<file path="src/design/pmc_pkg.sv">
// Package with constants, register map and types of the power mode controller.
package pmc_pkg;
    // Register byte offsets on the APB slave.
    localparam logic [7:0] OFF_OSC_CTRL = 8'h00;
    localparam logic [7:0] OFF_TMR1_CTRL = 8'h04;
    localparam logic [7:0] OFF_STATUS = 8'h08;
    localparam logic [7:0] OFF_CMD = 8'h0C;
    // Field positions in the oscillator control register.
    localparam int SCS_LSB = 0;
    localparam int INTERNAL_FREQ_SELECT_LSB = 4;
    localparam int IDLE_BIT = 7;
    localparam int INTERNAL_SOURCE_BIT_BIT = 8;
    localparam int TWO_SPEED_BIT = 9;
    localparam int FAILSAFE_BIT = 10;
    localparam int WDT_SEL_BIT = 11;
    // Command register bits; writing a one issues the instruction.
    localparam int CMD_SLEEP_BIT = 0;
    localparam int CMD_WATCHDOG_CLEAR_INSTR_BIT = 1;
    // Clock source select encodings.
    localparam logic [1:0] SCS_PRIMARY = 2'h0;
    localparam logic [1:0] SCS_SECONDARY = 2'h1;
    // Reset values.
    localparam logic [1:0] SCS_RESET = 2'h0;
    localparam logic [2:0] INTERNAL_FREQ_SELECT_RESET = 3'h3;
    // Timing constants.
    localparam int CLK_MHZ = 25;
    localparam int IOBST_NS = 1000;
    localparam int IOBST_CYCLES = (IOBST_NS * CLK_MHZ + 999) / 1000;
    localparam int CSD_CYCLES = 8;
    localparam logic [31:0] RESET_VECTOR = 32'h0;
    typedef enum logic [2:0] {
        PMC_RUN = 3'b000,
        PMC_IDLE = 3'b001,
        PMC_SLEEP = 3'b010,
        PMC_WAKE_WAIT = 3'b011,
        PMC_CSD = 3'b100
    } pmc_state_t;
    typedef enum logic [1:0] {
        SRC_PRI = 2'b00,
        SRC_SEC = 2'b01,
        SRC_INT = 2'b10,
        SRC_NONE = 2'b11
    } pmc_src_t;
endpackage

</file>
<file path="src/design/pmc_power_mode_controller.sv">
// Power mode controller: run, idle and sleep sequencing with clock source control.
// Functional notes
// - Select 00 primary, 01 secondary, 1x internal.
// - Sleep with idle clear stops all clocks.
// - Sleep with idle set gates CPU only.
// - Reset always enters primary run; two-speed is cleared and acts on sleep wake only.
// - Select 01 switches to secondary, updates flags.
// - Secondary switch waits for enable and ready.
// - Internal select shuts primary, clears ready flag.
// - Frequency select changes apply immediately.
// - Sleep entry stops oscillator, clears status flags.
// - Timer1 and, with watchdog select or fail-safe set, slow internal keep running.
// - Sleep wake waits source ready or internal.
// - Wake leaves idle and select bits unchanged.
// - Idle keeps peripherals clocked, flags unchanged.
// - Wake holds CPU for ready delay.
// - Watchdog wakes in low power, resets in run.
// - Primary idle keeps primary and ready flag.
// - Secondary idle without enable keeps previous clock.
// - Upper select bit overrides lower bit.
// - Fast internal enabled, stable after interval.
// - All-zero frequency select with source bit clear keeps stable clear.
// - Interrupt wake resumes after sleep instruction.
// - Watchdog counter cleared on listed events.
// - Reset exit restarts at address zero.
`timescale 1ns/1ps
module pmc_power_mode_controller #(
    parameter int CSD_COUNT = pmc_pkg::CSD_CYCLES
) (
    input wire logic mclk,
    input wire logic srst,
    input wire logic psel,
    input wire logic penable,
    input wire logic pwrite,
    input wire logic [7:0] paddr,
    input wire logic [31:0] pwdata,
    output logic [31:0] prdata,
    output logic pready,
    output logic pslverr,
    input wire logic irq_wake,
    input wire logic global_irq_enable,
    input wire logic watchdog_timeout,
    input wire logic clock_fail,
    input wire logic primary_osc_ready,
    input wire logic secondary_osc_ready,
    output logic cpu_clk_en,
    output logic periph_clk_en,
    output logic [1:0] sys_clk_src,
    output logic [2:0] internal_freq_out,
    output logic primary_osc_en,
    output logic secondary_osc_en,
    output logic fast_internal_osc_en,
    output logic slow_internal_osc_en,
    output logic watchdog_clear,
    output logic watchdog_reset,
    output logic irq_vector_take,
    output logic restart_zero
);
    typedef struct packed {
        pmc_pkg::pmc_state_t st;
        logic idle_select;
        logic [1:0] clock_source_select;
        logic [2:0] internal_freq_select;
        logic internal_source_bit;
        logic two_speed;
        logic fail_safe;
        logic wdt_sel;
        logic secondary_osc_enable;
        pmc_pkg::pmc_src_t src;
        logic primary_ready_flag;
        logic timer_one_running_flag;
        logic internal_stable_flag;
        logic [7:0] iob_cnt;
        logic [7:0] csd_cnt;
        logic wake_irq;
        logic wdt_clr;
        logic wdt_rst;
        logic vec_take;
        logic rst_zero;
        logic [31:0] rdata;
    } pmc_regs_t;

    pmc_regs_t s_reg;
    pmc_regs_t s_next;
    logic rd_en;
    logic wr_en;
    logic [1:0] want_src_reg_sel;
    logic pri_rdy_sync1_reg;
    logic pri_rdy_sync2_reg;
    logic sec_rdy_sync1_reg;
    logic sec_rdy_sync2_reg;

    // Read data is loaded in the setup phase, so it stands when the access edge takes it.
    assign rd_en = psel && !penable && !pwrite;
    assign wr_en = psel && penable && pwrite;
    assign want_src_reg_sel = s_reg.clock_source_select;

    // Oscillator ready levels come from analog cells, so they are synchronised.
    always_ff @(posedge mclk) begin
        if (srst) begin
            pri_rdy_sync1_reg <= 1'b0;
            pri_rdy_sync2_reg <= 1'b0;
            sec_rdy_sync1_reg <= 1'b0;
            sec_rdy_sync2_reg <= 1'b0;
        end else begin
            pri_rdy_sync1_reg <= primary_osc_ready;
            pri_rdy_sync2_reg <= pri_rdy_sync1_reg;
            sec_rdy_sync1_reg <= secondary_osc_ready;
            sec_rdy_sync2_reg <= sec_rdy_sync1_reg;
        end
    end

    function automatic pmc_pkg::pmc_src_t decode_src(input logic [1:0] sel);
        pmc_pkg::pmc_src_t r;
        r = pmc_pkg::SRC_PRI;
        if (sel[1]) begin
            r = pmc_pkg::SRC_INT;
        end else if (sel == pmc_pkg::SCS_SECONDARY) begin
            r = pmc_pkg::SRC_SEC;
        end
        return r;
    endfunction

    always_comb begin
        pmc_pkg::pmc_src_t want;
        logic sec_ok;
        logic fast_on;
        logic sleep_cmd;
        logic [2:0] new_internal_freq_select;
        want = decode_src(s_reg.clock_source_select);
        sec_ok = s_reg.secondary_osc_enable && sec_rdy_sync2_reg;
        fast_on = (s_reg.internal_freq_select != 3'h0) || s_reg.internal_source_bit;
        sleep_cmd = wr_en && (paddr == pmc_pkg::OFF_CMD) && pwdata[pmc_pkg::CMD_SLEEP_BIT];
        new_internal_freq_select = pwdata[pmc_pkg::INTERNAL_FREQ_SELECT_LSB +: 3];
        s_next = s_reg;
        s_next.wdt_clr = 1'b0;
        s_next.wdt_rst = 1'b0;
        s_next.vec_take = 1'b0;
        s_next.rst_zero = 1'b0;
        s_next.rdata = 32'h0;
        // Register writes; the state machine never alters idle or select bits.
        if (wr_en) begin
            case (paddr)
                pmc_pkg::OFF_OSC_CTRL: begin
                    s_next.clock_source_select = pwdata[pmc_pkg::SCS_LSB +: 2];
                    s_next.internal_freq_select = new_internal_freq_select;
                    s_next.idle_select = pwdata[pmc_pkg::IDLE_BIT];
                    s_next.internal_source_bit = pwdata[pmc_pkg::INTERNAL_SOURCE_BIT_BIT];
                    s_next.two_speed = pwdata[pmc_pkg::TWO_SPEED_BIT];
                    s_next.fail_safe = pwdata[pmc_pkg::FAILSAFE_BIT];
                    s_next.wdt_sel = pwdata[pmc_pkg::WDT_SEL_BIT];
                    if (s_reg.src == pmc_pkg::SRC_INT && new_internal_freq_select != s_reg.internal_freq_select) begin
                        s_next.wdt_clr = 1'b1;
                    end
                end
                pmc_pkg::OFF_TMR1_CTRL: begin
                    s_next.secondary_osc_enable = pwdata[0];
                end
                pmc_pkg::OFF_CMD: begin
                    if (pwdata[pmc_pkg::CMD_WATCHDOG_CLEAR_INSTR_BIT]) begin
                        s_next.wdt_clr = 1'b1;
                    end
                end
                default: begin
                end
            endcase
        end
        if (rd_en) begin
            case (paddr)
                pmc_pkg::OFF_OSC_CTRL: begin
                    s_next.rdata = {20'h0, s_reg.wdt_sel, s_reg.fail_safe, s_reg.two_speed,
                        s_reg.internal_source_bit, s_reg.idle_select,
                        s_reg.internal_freq_select, 2'h0, s_reg.clock_source_select};
                end
                pmc_pkg::OFF_TMR1_CTRL: begin
                    s_next.rdata = {31'h0, s_reg.secondary_osc_enable};
                end
                pmc_pkg::OFF_STATUS: begin
                    s_next.rdata = {24'h0, 1'b0, s_reg.st, s_reg.timer_one_running_flag,
                        s_reg.internal_stable_flag, s_reg.primary_ready_flag, 1'b0};
                end
                default: begin
                end
            endcase
        end
        if (s_reg.fail_safe && clock_fail) begin
            s_next.wdt_clr = 1'b1;
        end
        if (fast_on && s_reg.st != pmc_pkg::PMC_SLEEP) begin
            if (s_reg.iob_cnt < 8'(pmc_pkg::IOBST_CYCLES)) begin
                s_next.iob_cnt = s_reg.iob_cnt + 8'h1;
            end else begin
                s_next.internal_stable_flag = 1'b1;
            end
        end else begin
            // No fast output, flag stays clear.
            s_next.iob_cnt = 8'h0;
            s_next.internal_stable_flag = 1'b0;
        end
        case (s_reg.st)
            pmc_pkg::PMC_RUN: begin
                if (want == pmc_pkg::SRC_SEC) begin
                    if (sec_ok) begin
                        s_next.src = pmc_pkg::SRC_SEC;
                        s_next.timer_one_running_flag = 1'b1;
                        s_next.primary_ready_flag = 1'b0;
                    end
                end else if (want == pmc_pkg::SRC_INT) begin
                    s_next.src = pmc_pkg::SRC_INT;
                    s_next.primary_ready_flag = 1'b0;
                    s_next.timer_one_running_flag = 1'b0;
                end else if (pri_rdy_sync2_reg) begin
                    s_next.src = pmc_pkg::SRC_PRI;
                    s_next.primary_ready_flag = 1'b1;
                    s_next.timer_one_running_flag = 1'b0;
                end
                if (watchdog_timeout) begin
                    s_next.wdt_rst = 1'b1;
                end else if (sleep_cmd) begin
                    s_next.wdt_clr = 1'b1;
                    if (s_reg.idle_select) begin
                        // Idle keeps current source and flags.
                        s_next.st = pmc_pkg::PMC_IDLE;
                    end else begin
                        // Sleep stops clocks and clears flags.
                        s_next.st = pmc_pkg::PMC_SLEEP;
                        s_next.src = pmc_pkg::SRC_NONE;
                        s_next.primary_ready_flag = 1'b0;
                        s_next.timer_one_running_flag = 1'b0;
                        s_next.internal_stable_flag = 1'b0;
                        s_next.iob_cnt = 8'h0;
                    end
                end
            end
            pmc_pkg::PMC_IDLE, pmc_pkg::PMC_SLEEP: begin
                // Wake on interrupt or watchdog; bits untouched.
                if (irq_wake || watchdog_timeout) begin
                    s_next.wake_irq = irq_wake;
                    // Ready delay starts at the wake event.
                    s_next.csd_cnt = 8'h0;
                    s_next.st = (s_reg.st == pmc_pkg::PMC_SLEEP) ?
                        pmc_pkg::PMC_WAKE_WAIT : pmc_pkg::PMC_CSD;
                end
            end
            pmc_pkg::PMC_WAKE_WAIT: begin
                if (s_reg.csd_cnt < 8'(CSD_COUNT)) begin
                    s_next.csd_cnt = s_reg.csd_cnt + 8'h1;
                end
                // Clock once source ready, or internal when allowed.
                if ((want == pmc_pkg::SRC_PRI && pri_rdy_sync2_reg) ||
                    (want == pmc_pkg::SRC_SEC && sec_ok) || want == pmc_pkg::SRC_INT) begin
                    s_next.src = want;
                    s_next.primary_ready_flag = (want == pmc_pkg::SRC_PRI);
                    s_next.timer_one_running_flag = (want == pmc_pkg::SRC_SEC);
                    s_next.st = pmc_pkg::PMC_CSD;
                end else if (s_reg.two_speed || s_reg.fail_safe) begin
                    s_next.src = pmc_pkg::SRC_INT;
                end
            end
            pmc_pkg::PMC_CSD: begin
                // CPU held at least CSD_COUNT cycles from the wake; longer if the sleep wait outlasts it.
                if (s_reg.csd_cnt < 8'(CSD_COUNT - 1)) begin
                    s_next.csd_cnt = s_reg.csd_cnt + 8'h1;
                end else begin
                    s_next.st = pmc_pkg::PMC_RUN;
                    // Vector only when global enable is set.
                    s_next.vec_take = s_reg.wake_irq && global_irq_enable;
                end
            end
            default: begin
                s_next.st = pmc_pkg::PMC_RUN;
            end
        endcase
    end

    always_ff @(posedge mclk) begin
        if (srst) begin
            // Primary run after reset; restart at address zero.
            s_reg <= '0;
            s_reg.st <= pmc_pkg::PMC_RUN;
            s_reg.src <= pmc_pkg::SRC_PRI;
            s_reg.clock_source_select <= pmc_pkg::SCS_RESET;
            s_reg.internal_freq_select <= pmc_pkg::INTERNAL_FREQ_SELECT_RESET;
            s_reg.rst_zero <= 1'b1;
        end else begin
            s_reg <= s_next;
        end
    end

    assign prdata = s_reg.rdata;
    assign pready = 1'b1;
    assign pslverr = 1'b0;
    assign cpu_clk_en = (s_reg.st == pmc_pkg::PMC_RUN) && (s_reg.src != pmc_pkg::SRC_NONE);
    assign periph_clk_en = (s_reg.st == pmc_pkg::PMC_RUN || s_reg.st == pmc_pkg::PMC_IDLE ||
        s_reg.st == pmc_pkg::PMC_CSD) && (s_reg.src != pmc_pkg::SRC_NONE);
    assign sys_clk_src = s_reg.src;
    assign internal_freq_out = s_reg.internal_freq_select;
    // Primary kept on only while it is the source or being waited for.
    assign primary_osc_en = (s_reg.src == pmc_pkg::SRC_PRI) ||
        (s_reg.st == pmc_pkg::PMC_WAKE_WAIT && want_src_reg_sel == pmc_pkg::SCS_PRIMARY) ||
        (s_reg.st == pmc_pkg::PMC_RUN && want_src_reg_sel == pmc_pkg::SCS_PRIMARY);
    // Timer1 survives low power; slow internal survives sleep only with watchdog select or fail-safe set.
    assign secondary_osc_en = s_reg.secondary_osc_enable;
    assign slow_internal_osc_en = s_reg.wdt_sel || s_reg.fail_safe ||
        s_reg.src == pmc_pkg::SRC_INT;
    assign fast_internal_osc_en = s_reg.st != pmc_pkg::PMC_SLEEP &&
        (s_reg.internal_freq_select != 3'h0 || s_reg.internal_source_bit);
    assign watchdog_clear = s_reg.wdt_clr;
    assign watchdog_reset = s_reg.wdt_rst;
    assign irq_vector_take = s_reg.vec_take;
    assign restart_zero = s_reg.rst_zero;
endmodule // pmc_power_mode_controller

</file>
<file path="config.mk">
export PLATFORM = sky130hd
export DESIGN_NAME = pmc_power_mode_controller
export DESIGN_NICKNAME = d
export VERILOG_FILES = /design/src/design/pmc_pkg.sv /design/src/design/pmc_power_mode_controller.sv
export SDC_FILE = /design/constraint.sdc
export NUM_CORES = 1
export LEC_CHECK = 0
export ABC_AREA = 1
export BUFFER_PORTS_ARGS = -buffer_cell sky130_fd_sc_hd__buf_4
export CAP_MARGIN = 20
export CORE_MARGIN = 2
export CORE_UTILIZATION = 50
export DETAILED_ROUTE_END_ITERATION = 6
export HOLD_SLACK_MARGIN = 0.15
export PLACE_DENSITY = 0.8
export SYNTH_ARGS = -nofsm -noshare
export SYNTH_HDL_FRONTEND = slang
export SYNTH_SLANG_ARGS = --single-unit
</file>
<file path="constraint.sdc">
create_clock -name mclk -period 1.6 [get_ports mclk]
set_clock_uncertainty 0.1 [all_clocks]
set_input_delay 0.16 -clock mclk [delete_from_list [all_inputs] [get_ports mclk]]
set_output_delay 0.16 -clock mclk [all_outputs]
set_load 0.005 [all_outputs]
</file>
==> summary.md, run 1 <==
| Metric | Value |
|---|---|
| Outcome | `complete, but fails checks` |
| Failing checks | `negative setup slack` |
| Hold Path Depth | `5` |
| Drt initial violations | `286` |
| Number of global-route vias before repair | `2,527` |
| CP max FO | `4` |
| Share of final-layout standard cells stronger than drive strength 1 | `24.3%` |
| Register bit count reported by yosys | `56` |
| Worst voltage drop across the vdd grid | `0.661 mV` |
| Most frequent cells after synthesis | `nand2_1, dfxtp_1, inv_1, nor2_1, buf_4` |
| Average via count per standard cell | `4.95` |
| Max-capacitance violation count | `0` |
| Mapped cell area | `2900 um2` |
| Final design area excluding fillers | `3630 um2` |
| Utilization of the core after routing | `65.5%` |
| Minimum clock period after layout | `1.64 ns` |
| Antenna violations before repair | `0` |
| Least-Margin Pin Slew | `0.533 ns` |
| Yosys warnings | `0` |
| Power density cells | `768 nW/um2` |
| Placeable core area | `5540 um2` |
| Buffers on Ports | `55` |
| Net count reported at finish | `531` |
| WP data required | `1.34 ns` |
| Biggest area contributors in the synthesized netlist | `dfxtp_1, buf_4, nand2_1, inv_1, nor2_1` |
| Final worst setup slack | `-0.0415 ns` |
| Number of detailed-routing iterations run before antenna repair | `5` |
| Post-detailed-placement half-perimeter wirelength | `4.85 mm` |
| Wire length of the first global-routing pass | `10.9 mm` |
| Average footprint of a synthesized cell | `7.17 um2` |
| Sinks on the clock net | `56` |
| Placed standard-cell area | `3260 um2` |
| Number of enable-type register cells in the synthesized netlist | `0` |
| Total length of routed wires | `6.75 mm` |
| Vertical die dimension | `80.1 um` |
| Startpoint of the lowest-slack register-to-register path | `s_reg[37]` |
| Final-layout setup total negative slack | `-0.0512 ns` |
| Final Hold Violating Endpoints | `0` |
| Max transition margin | `64.4%` |
| Die width | `80.1 um` |
| Largest buffer count on any clock path | `2` |
| Worst hold endpoint | `prdata[3]` |
| Pin count of the biggest net entering global routing | `20` |
| HP Class | `in2reg` |
| Clk pin slew, worst setup/hold paths | `0.10 ns` |
| RD Place Congestion | `0.876` |
| P&R area growth vs syn | `25.2%` |
| CP Capture Type | `output pin` |
| Count leader, synth | `nand2_1` |
| Unrepaired setup endpoints after global routing | `yes` |
| Period Utilization, post-route | `103%` |
| Effective utilization at floorplan | `52.3%` |
| Total Power | `0.00279 W` |
| Pins Over Slew Limit | `0` |
| Worst skew pair latency | `0.31 ns` |
| Mapped Cells | `404` |
| Cell count of the worst reg-to-reg path | `8` |
| Critical setup path kind | `reg2out` |
| Largest register FFs | `28` |
| Worst R2R Setup Slack | `0.08 ns` |
| WP data arrival | `1.38 ns` |
| Routed vias | `2,723` |
| Global-route total usage across every layer | `21.6%` |
| Reported leakage power | `1.67 nW` |
| H-tree levels | `2` |
| Remaining global-route overflow | `0` |
| Placement Rows | `27` |
| Leading area contributor after synthesis | `dfxtp_1` |
| I/O pin count | `100` |
| Clock tree from TritonCTS | `built` |
| N_diodes | `0` |
| Ys flop type | `dfxtp_1` |
| Area of the die | `6420 um2` |
| Avg WL per Cell | `12.3 um` |
| Share of flip-flops with an asynchronous set or reset after synthesis | `0%` |
| Sequential area share after synthesis | `38.7%` |
| Kind of launch point of the worst setup path | `flip-flop` |
| Number of setup violations in the final report | `2` |
| Beginning of the worst hold path | `pwrite` |
| Dpl ws | `0.0192 ns` |
| DRC Markers | `0` |
| Count of unique library cells instantiated by Yosys | `36` |
| Number of nets with antenna violations after detailed routing | `0` |
| Maximum achievable frequency | `609 MHz` |
| Total CTS buffers | `5` |
| Capturing point of the worst reg2reg path | `s_reg[69]` |
| Fraction of post-synthesis cell area in the top cell type by area | `38.7%` |
| Clock root buffer master | `clkbuf_8` |
==> placed cells by master (no fill, tap or decap), types with 2 or more instances in the layout <==
master / n
a21oi_1: 32
nand2_2: 6
nor2_4: 3
inv_1: 49
a21oi_2: 3
xnor2_1: 2
nor2_1: 45
inv_2: 5
nor3_1: 8
dfxtp_2: 2
nand4_1: 7
conb_1: 22
nand3_1: 25
xor2_1: 3
nand3_2: 3
clkbuf_8: 5
nor4_2: 2
nand2_1: 73
ha_1: 3
buf_4: 71
dfxtp_1: 52
o21ai_0: 14
nand2_4: 2
nand3_4: 2
dlygate4sd3_1: 19
nor2_2: 3
dfxtp_4: 2
==> how the worst max path moves through the flow <==
| stage | from | endpoint | slack (ns) | cells after the start |
|---|---|---|---|---|
| 2_1_floorplan | s_reg[37] | s_reg[39] | 0.21 | 7 |
| 3_3_place_gp | paddr[7] | s_reg[49] | 0.07 | 8 |
| 3_5_place_dp | paddr[5] | s_reg[61] | 0.02 | 7 |
| 4_1_cts | s_reg[69] | primary_osc_en | -0.03 | 7 |
| 5_1_grt | s_reg[69] | primary_osc_en | -0.09 | 7 |
| 6_report | s_reg[69] | periph_clk_en | -0.04 | 3 |
==> worst max-delay path, stage by stage, from the launching register on <==
cell and delay [ns]:
dfxtp_4 0.38, buf_4 0.14, a221oi_1 0.38, buf_4 0.18
==> area by class of cell <==
| type | count | area [um2] |
|---|---|---|
| Clock buffer | 6 | 72.6 |
| Inverter | 55 | 209 |
| Timing Repair Buffer | 91 | 743 |
| Clock inverter | 2 | 16.3 |
| Sequential cell | 56 | 1130 |
| Multi-Input combinational cell | 268 | 1370 |
| Fill cell | 485 | 1910 |
| Tap cell | 72 | 90.1 |
==> timing repair <==
action	4_1_cts	5_1_grt
endpoints found under the hold margin	26	0
hold buffers	19	0
setup endpoints to repair	4	20
pin swaps	1	1
gates resized for setup	9	10
buffers inserted	4	1
==> power breakdown <==
part	leakage (nW)	internal [W]	switching [W]	total, W
combinational	1.17	0.000244	0.000266	0.000509
clock	0.0414	0.000313	0.000455	0.000768
sequential	0.456	0.00145	0.0000603	0.00151
==> layer usage <==
metal,vias to the layer above,GRT usage [%],share of wire (%)
li1,1363,-,-
met1,1228,25.7,41
met4,0,9.15,2.7
met2,116,38.3,50
met3,16,3.48,6.4
met5,-,0,0
==> per-stage QoR <==
stage                     hold slack [ns]  cells
final                               0.176    550
after global routing                0.176    550
after CTS                           0.171    549
after detailed placement            0.268    518
after global placement              0.258    518
after floorplan                    0.0877    424
==> cells by family (layout without fill, tap and decap cells) <==
family	count (synthesis)	count (layout)	synth area share, %
buf+inv	100	154	18.2
xor+xnor	5	5	1.51
compound gates	57	57	11.0
other cells	2	22	0.259
simple gates	181	181	29.1
fa+ha+maj	3	3	1.30
flops	56	56	38.7
No activity file was read; power rests on OpenSTA's default activity.
==> run 2: changes to the inputs <==
==> constraint.sdc (replaced) <==
create_clock -name mclk -period 1.6 [get_ports mclk]
set_clock_uncertainty 0.1 [all_clocks]
set_input_delay 0.08 -clock mclk [delete_from_list [all_inputs] [get_ports mclk]]
set_output_delay 0.08 -clock mclk [all_outputs]
set_load 0.005 [all_outputs]
==> summary.md, run 2 (same netlist as run 1, synthesis figures left out) <==
| Metric | Value |
|---|---|
| Outcome | `complete, but fails checks (unchanged)` |
| Failing checks | `negative setup slack (unchanged)` |
| Delay of the slowest critical-path stage | `0.57 ns (was 0.38 ns)` |
| WP data required | `1.73 ns (was 1.34 ns)` |
| Antenna violations before repair | `0 (unchanged)` |
| Clock tree from TritonCTS | `built (unchanged)` |
| Final-layout setup total negative slack | `-0.0799 ns (was -0.0512 ns)` |
| Worst voltage drop across the vdd grid | `0.593 mV (was 0.661 mV)` |
| DRC Markers | `0 (unchanged)` |
| Period Utilization, post-route | `105% (was 103%)` |
| Final worst setup slack | `-0.0799 ns (was -0.0415 ns)` |
| Wire length of the first global-routing pass | `11.7 mm (was 10.9 mm)` |
| Net count reported at finish | `542 (was 531)` |
| Utilization of the core after routing | `68.3% (was 65.5%)` |
| Vertical die dimension | `80.1 um (unchanged)` |
| Final Hold Violating Endpoints | `0 (unchanged)` |
| Internal cell power | `0.00203 W (was 0.00201 W)` |
| Clock root buffer master | `clkbuf_8 (unchanged)` |
| Max transition margin | `62.7% (was 64.4%)` |
| Global-route total usage across every layer | `23.5% (was 21.6%)` |
| Maximum achievable frequency | `595 MHz (was 609 MHz)` |
| Least-Margin Pin Slew | `0.557 ns (was 0.533 ns)` |
| Sinks on the clock net | `56 (unchanged)` |
| Drt initial violations | `434 (was 286)` |
| Share of final-layout standard cells stronger than drive strength 1 | `23.9% (was 24.3%)` |
| Effective utilization at floorplan | `52.3% (unchanged)` |
| Number of global-route vias before repair | `2,529 (was 2,527)` |
| Non-filler cells in the finished layout | `561 (was 550)` |
| Critical setup path kind | `in2reg (was reg2out)` |
| P&R area growth vs syn | `30.6% (was 25.2%)` |
| Total length of routed wires | `7.70 mm (was 6.75 mm)` |
| Placeable core area | `5540 um2 (unchanged)` |
| Routed vias | `2,893 (was 2,723)` |
| Reported leakage power | `1.74 nW (was 1.67 nW)` |
| Largest register FFs | `28 (unchanged)` |
| Unrepaired setup endpoints after global routing | `yes (unchanged)` |
| Dpl ws | `-0.0507 ns (was 0.0192 ns)` |
| I/O pin count | `100 (unchanged)` |
| Largest buffer count on any clock path | `2 (unchanged)` |
| CP max FO | `4 (unchanged)` |
| Avg WL per Cell | `13.7 um (was 12.3 um)` |
| Average via count per standard cell | `5.16 (was 4.95)` |
| Critical path, cell by cell | `dlygate4sd3_1 -> buf_4 -> nand3_2 -> inv_2 -> dlygate4sd3_1 -> nand2_1 -> nand2_1 -> a21oi_1 (was buf_4 -> a221oi_1 -> buf_4)` |
| Number of setup violations in the final report | `1 (was 2)` |
| HP Class | `in2reg (unchanged)` |
| Worst hold-check slack | `0.148 ns (was 0.176 ns)` |
| Worst skew pair latency | `0.31 ns (about the same)` |
| WP data arrival | `1.81 ns (was 1.38 ns)` |
| Number of nets with antenna violations after detailed routing | `0 (unchanged)` |
| Clk pin slew, worst setup/hold paths | `0.10 ns (about the same)` |
| RD Place Congestion | `0.927 (was 0.876)` |
| H-tree levels | `2 (unchanged)` |
| Slowest stage cell, crit path | `dlygate4sd3_1 (was dfxtp_4)` |
| Total CTS buffers | `5 (unchanged)` |
| Leading cell type in the layout, fill and taps excluded | `nand2_1 (unchanged)` |
| Post-detailed-placement half-perimeter wirelength | `4.78 mm (was 4.85 mm)` |
| Highest-count cells in the layout ignoring fill and taps | `nand2_1, buf_4, dfxtp_1 (unchanged)` |
| Number of placed cells counting well taps | `513 (was 518)` |
| N_diodes | `0 (unchanged)` |
| Placement Rows | `27 (unchanged)` |
| Max-capacitance violation count | `0 (unchanged)` |
| Pin count of the biggest net entering global routing | `21 (was 20)` |
| Pins Over Slew Limit | `0 (unchanged)` |
| Fraction of power consumed by the clock network | `27.1% (was 27.6%)` |
| Remaining global-route overflow | `0 (unchanged)` |
| Minimum clock period after layout | `1.68 ns (was 1.64 ns)` |
| CP Capture Type | `flip-flop (was output pin)` |
| Buffers on Ports | `55 (unchanged)` |
| Relative contribution of sequential cells to total power | `53.3% (was 54.2%)` |
| Net Sw Frac | `28.3% (was 28.0%)` |
| Area of the die | `6420 um2 (unchanged)` |
| Combinational fraction of design power | `19.6% (was 18.3%)` |
| Kind of launch point of the worst setup path | `input port (was flip-flop)` |
| Power density cells | `748 nW/um2 (was 768 nW/um2)` |
| Die width | `80.1 um (unchanged)` |
| Number of detailed-routing iterations run before antenna repair | `5 (unchanged)` |
| Switching power summed over all nets | `0.000801 W (was 0.000781 W)` |
## run 2: changes by cell type in the layout (fill, tap and decap cells not counted), sizes merged
cell and delta:
dlygate4sd3 +16, buf -5, clkbuf +1, clkinvlp -1
## run 2: final cells by class
type / instances / area [um2]
repair buffers: 102 / 870
multi-input cells: 268 / 1400
clock inverters: 1 / 8.76
clock buffers: 7 / 76.3
well taps: 72 / 90.1
inverters: 55 / 209
fillers: 451 / 1760
flip-flops and latches: 56 / 1140
## run 2: worst max-delay path, delay by kind of cell
family	cells	cell delay [ns]
buffers and inverters	4	1.33
and+or+nand+nor	3	0.23
AOI/OAI and AO/OA	1	0.17
## run 2: repair_timing
item | in CTS | in global routing
hold buffers | 32 | 4
hold endpoints to repair | 43 | 3
resized for setup | 6 | 24
buffers inserted | 5 | 0
pin swaps | 2 | 2
endpoints found under the setup margin | 2 | 38
## run 2: path summary, 6_finish.rpt
path	from	endpoint	slack, ns	depth (start not counted)
max reg2reg	s_reg[70]	s_reg[39]	0.03	9
max	penable	secondary_osc_en	-0.08	8
min reg2reg	sec_rdy_sync1_reg	sec_rdy_sync2_reg	0.31	2
min	srst	internal_freq_out[1]	0.15	4
## run 2: metrics by stage
step                total power [W]  cell area, um2
global route                0.00296            3780
global placement            0.00196            3220
detailed placement          0.00198            3220
CTS                         0.00280            3680
finish                      0.00283            3780
floorplan                   0.00184            2970
## run 2: metal layers
| layer | track usage [%] | vias to the layer above | share of wire [%] |
|---|---|---|---|
| li1 | - | 1389 | - |
| met1 | 28.2 | 1313 | 38 |
| met2 | 42.6 | 168 | 51 |
| met3 | 3.48 | 23 | 8.3 |
| met4 | 7.97 | 0 | 2.6 |
| met5 | 0 | - | 0 |
## run 2: power by group through the flow
stage          registers, W  logic [W]  clock network (W)
4_1_cts             0.00151   0.000515           0.000775
5_1_grt             0.00152   0.000609           0.000829
2_1_floorplan       0.00152   0.000321                  0
6_report            0.00151   0.000556           0.000767
3_5_place_dp        0.00154   0.000439                  0
3_3_place_gp        0.00154   0.000424                  0
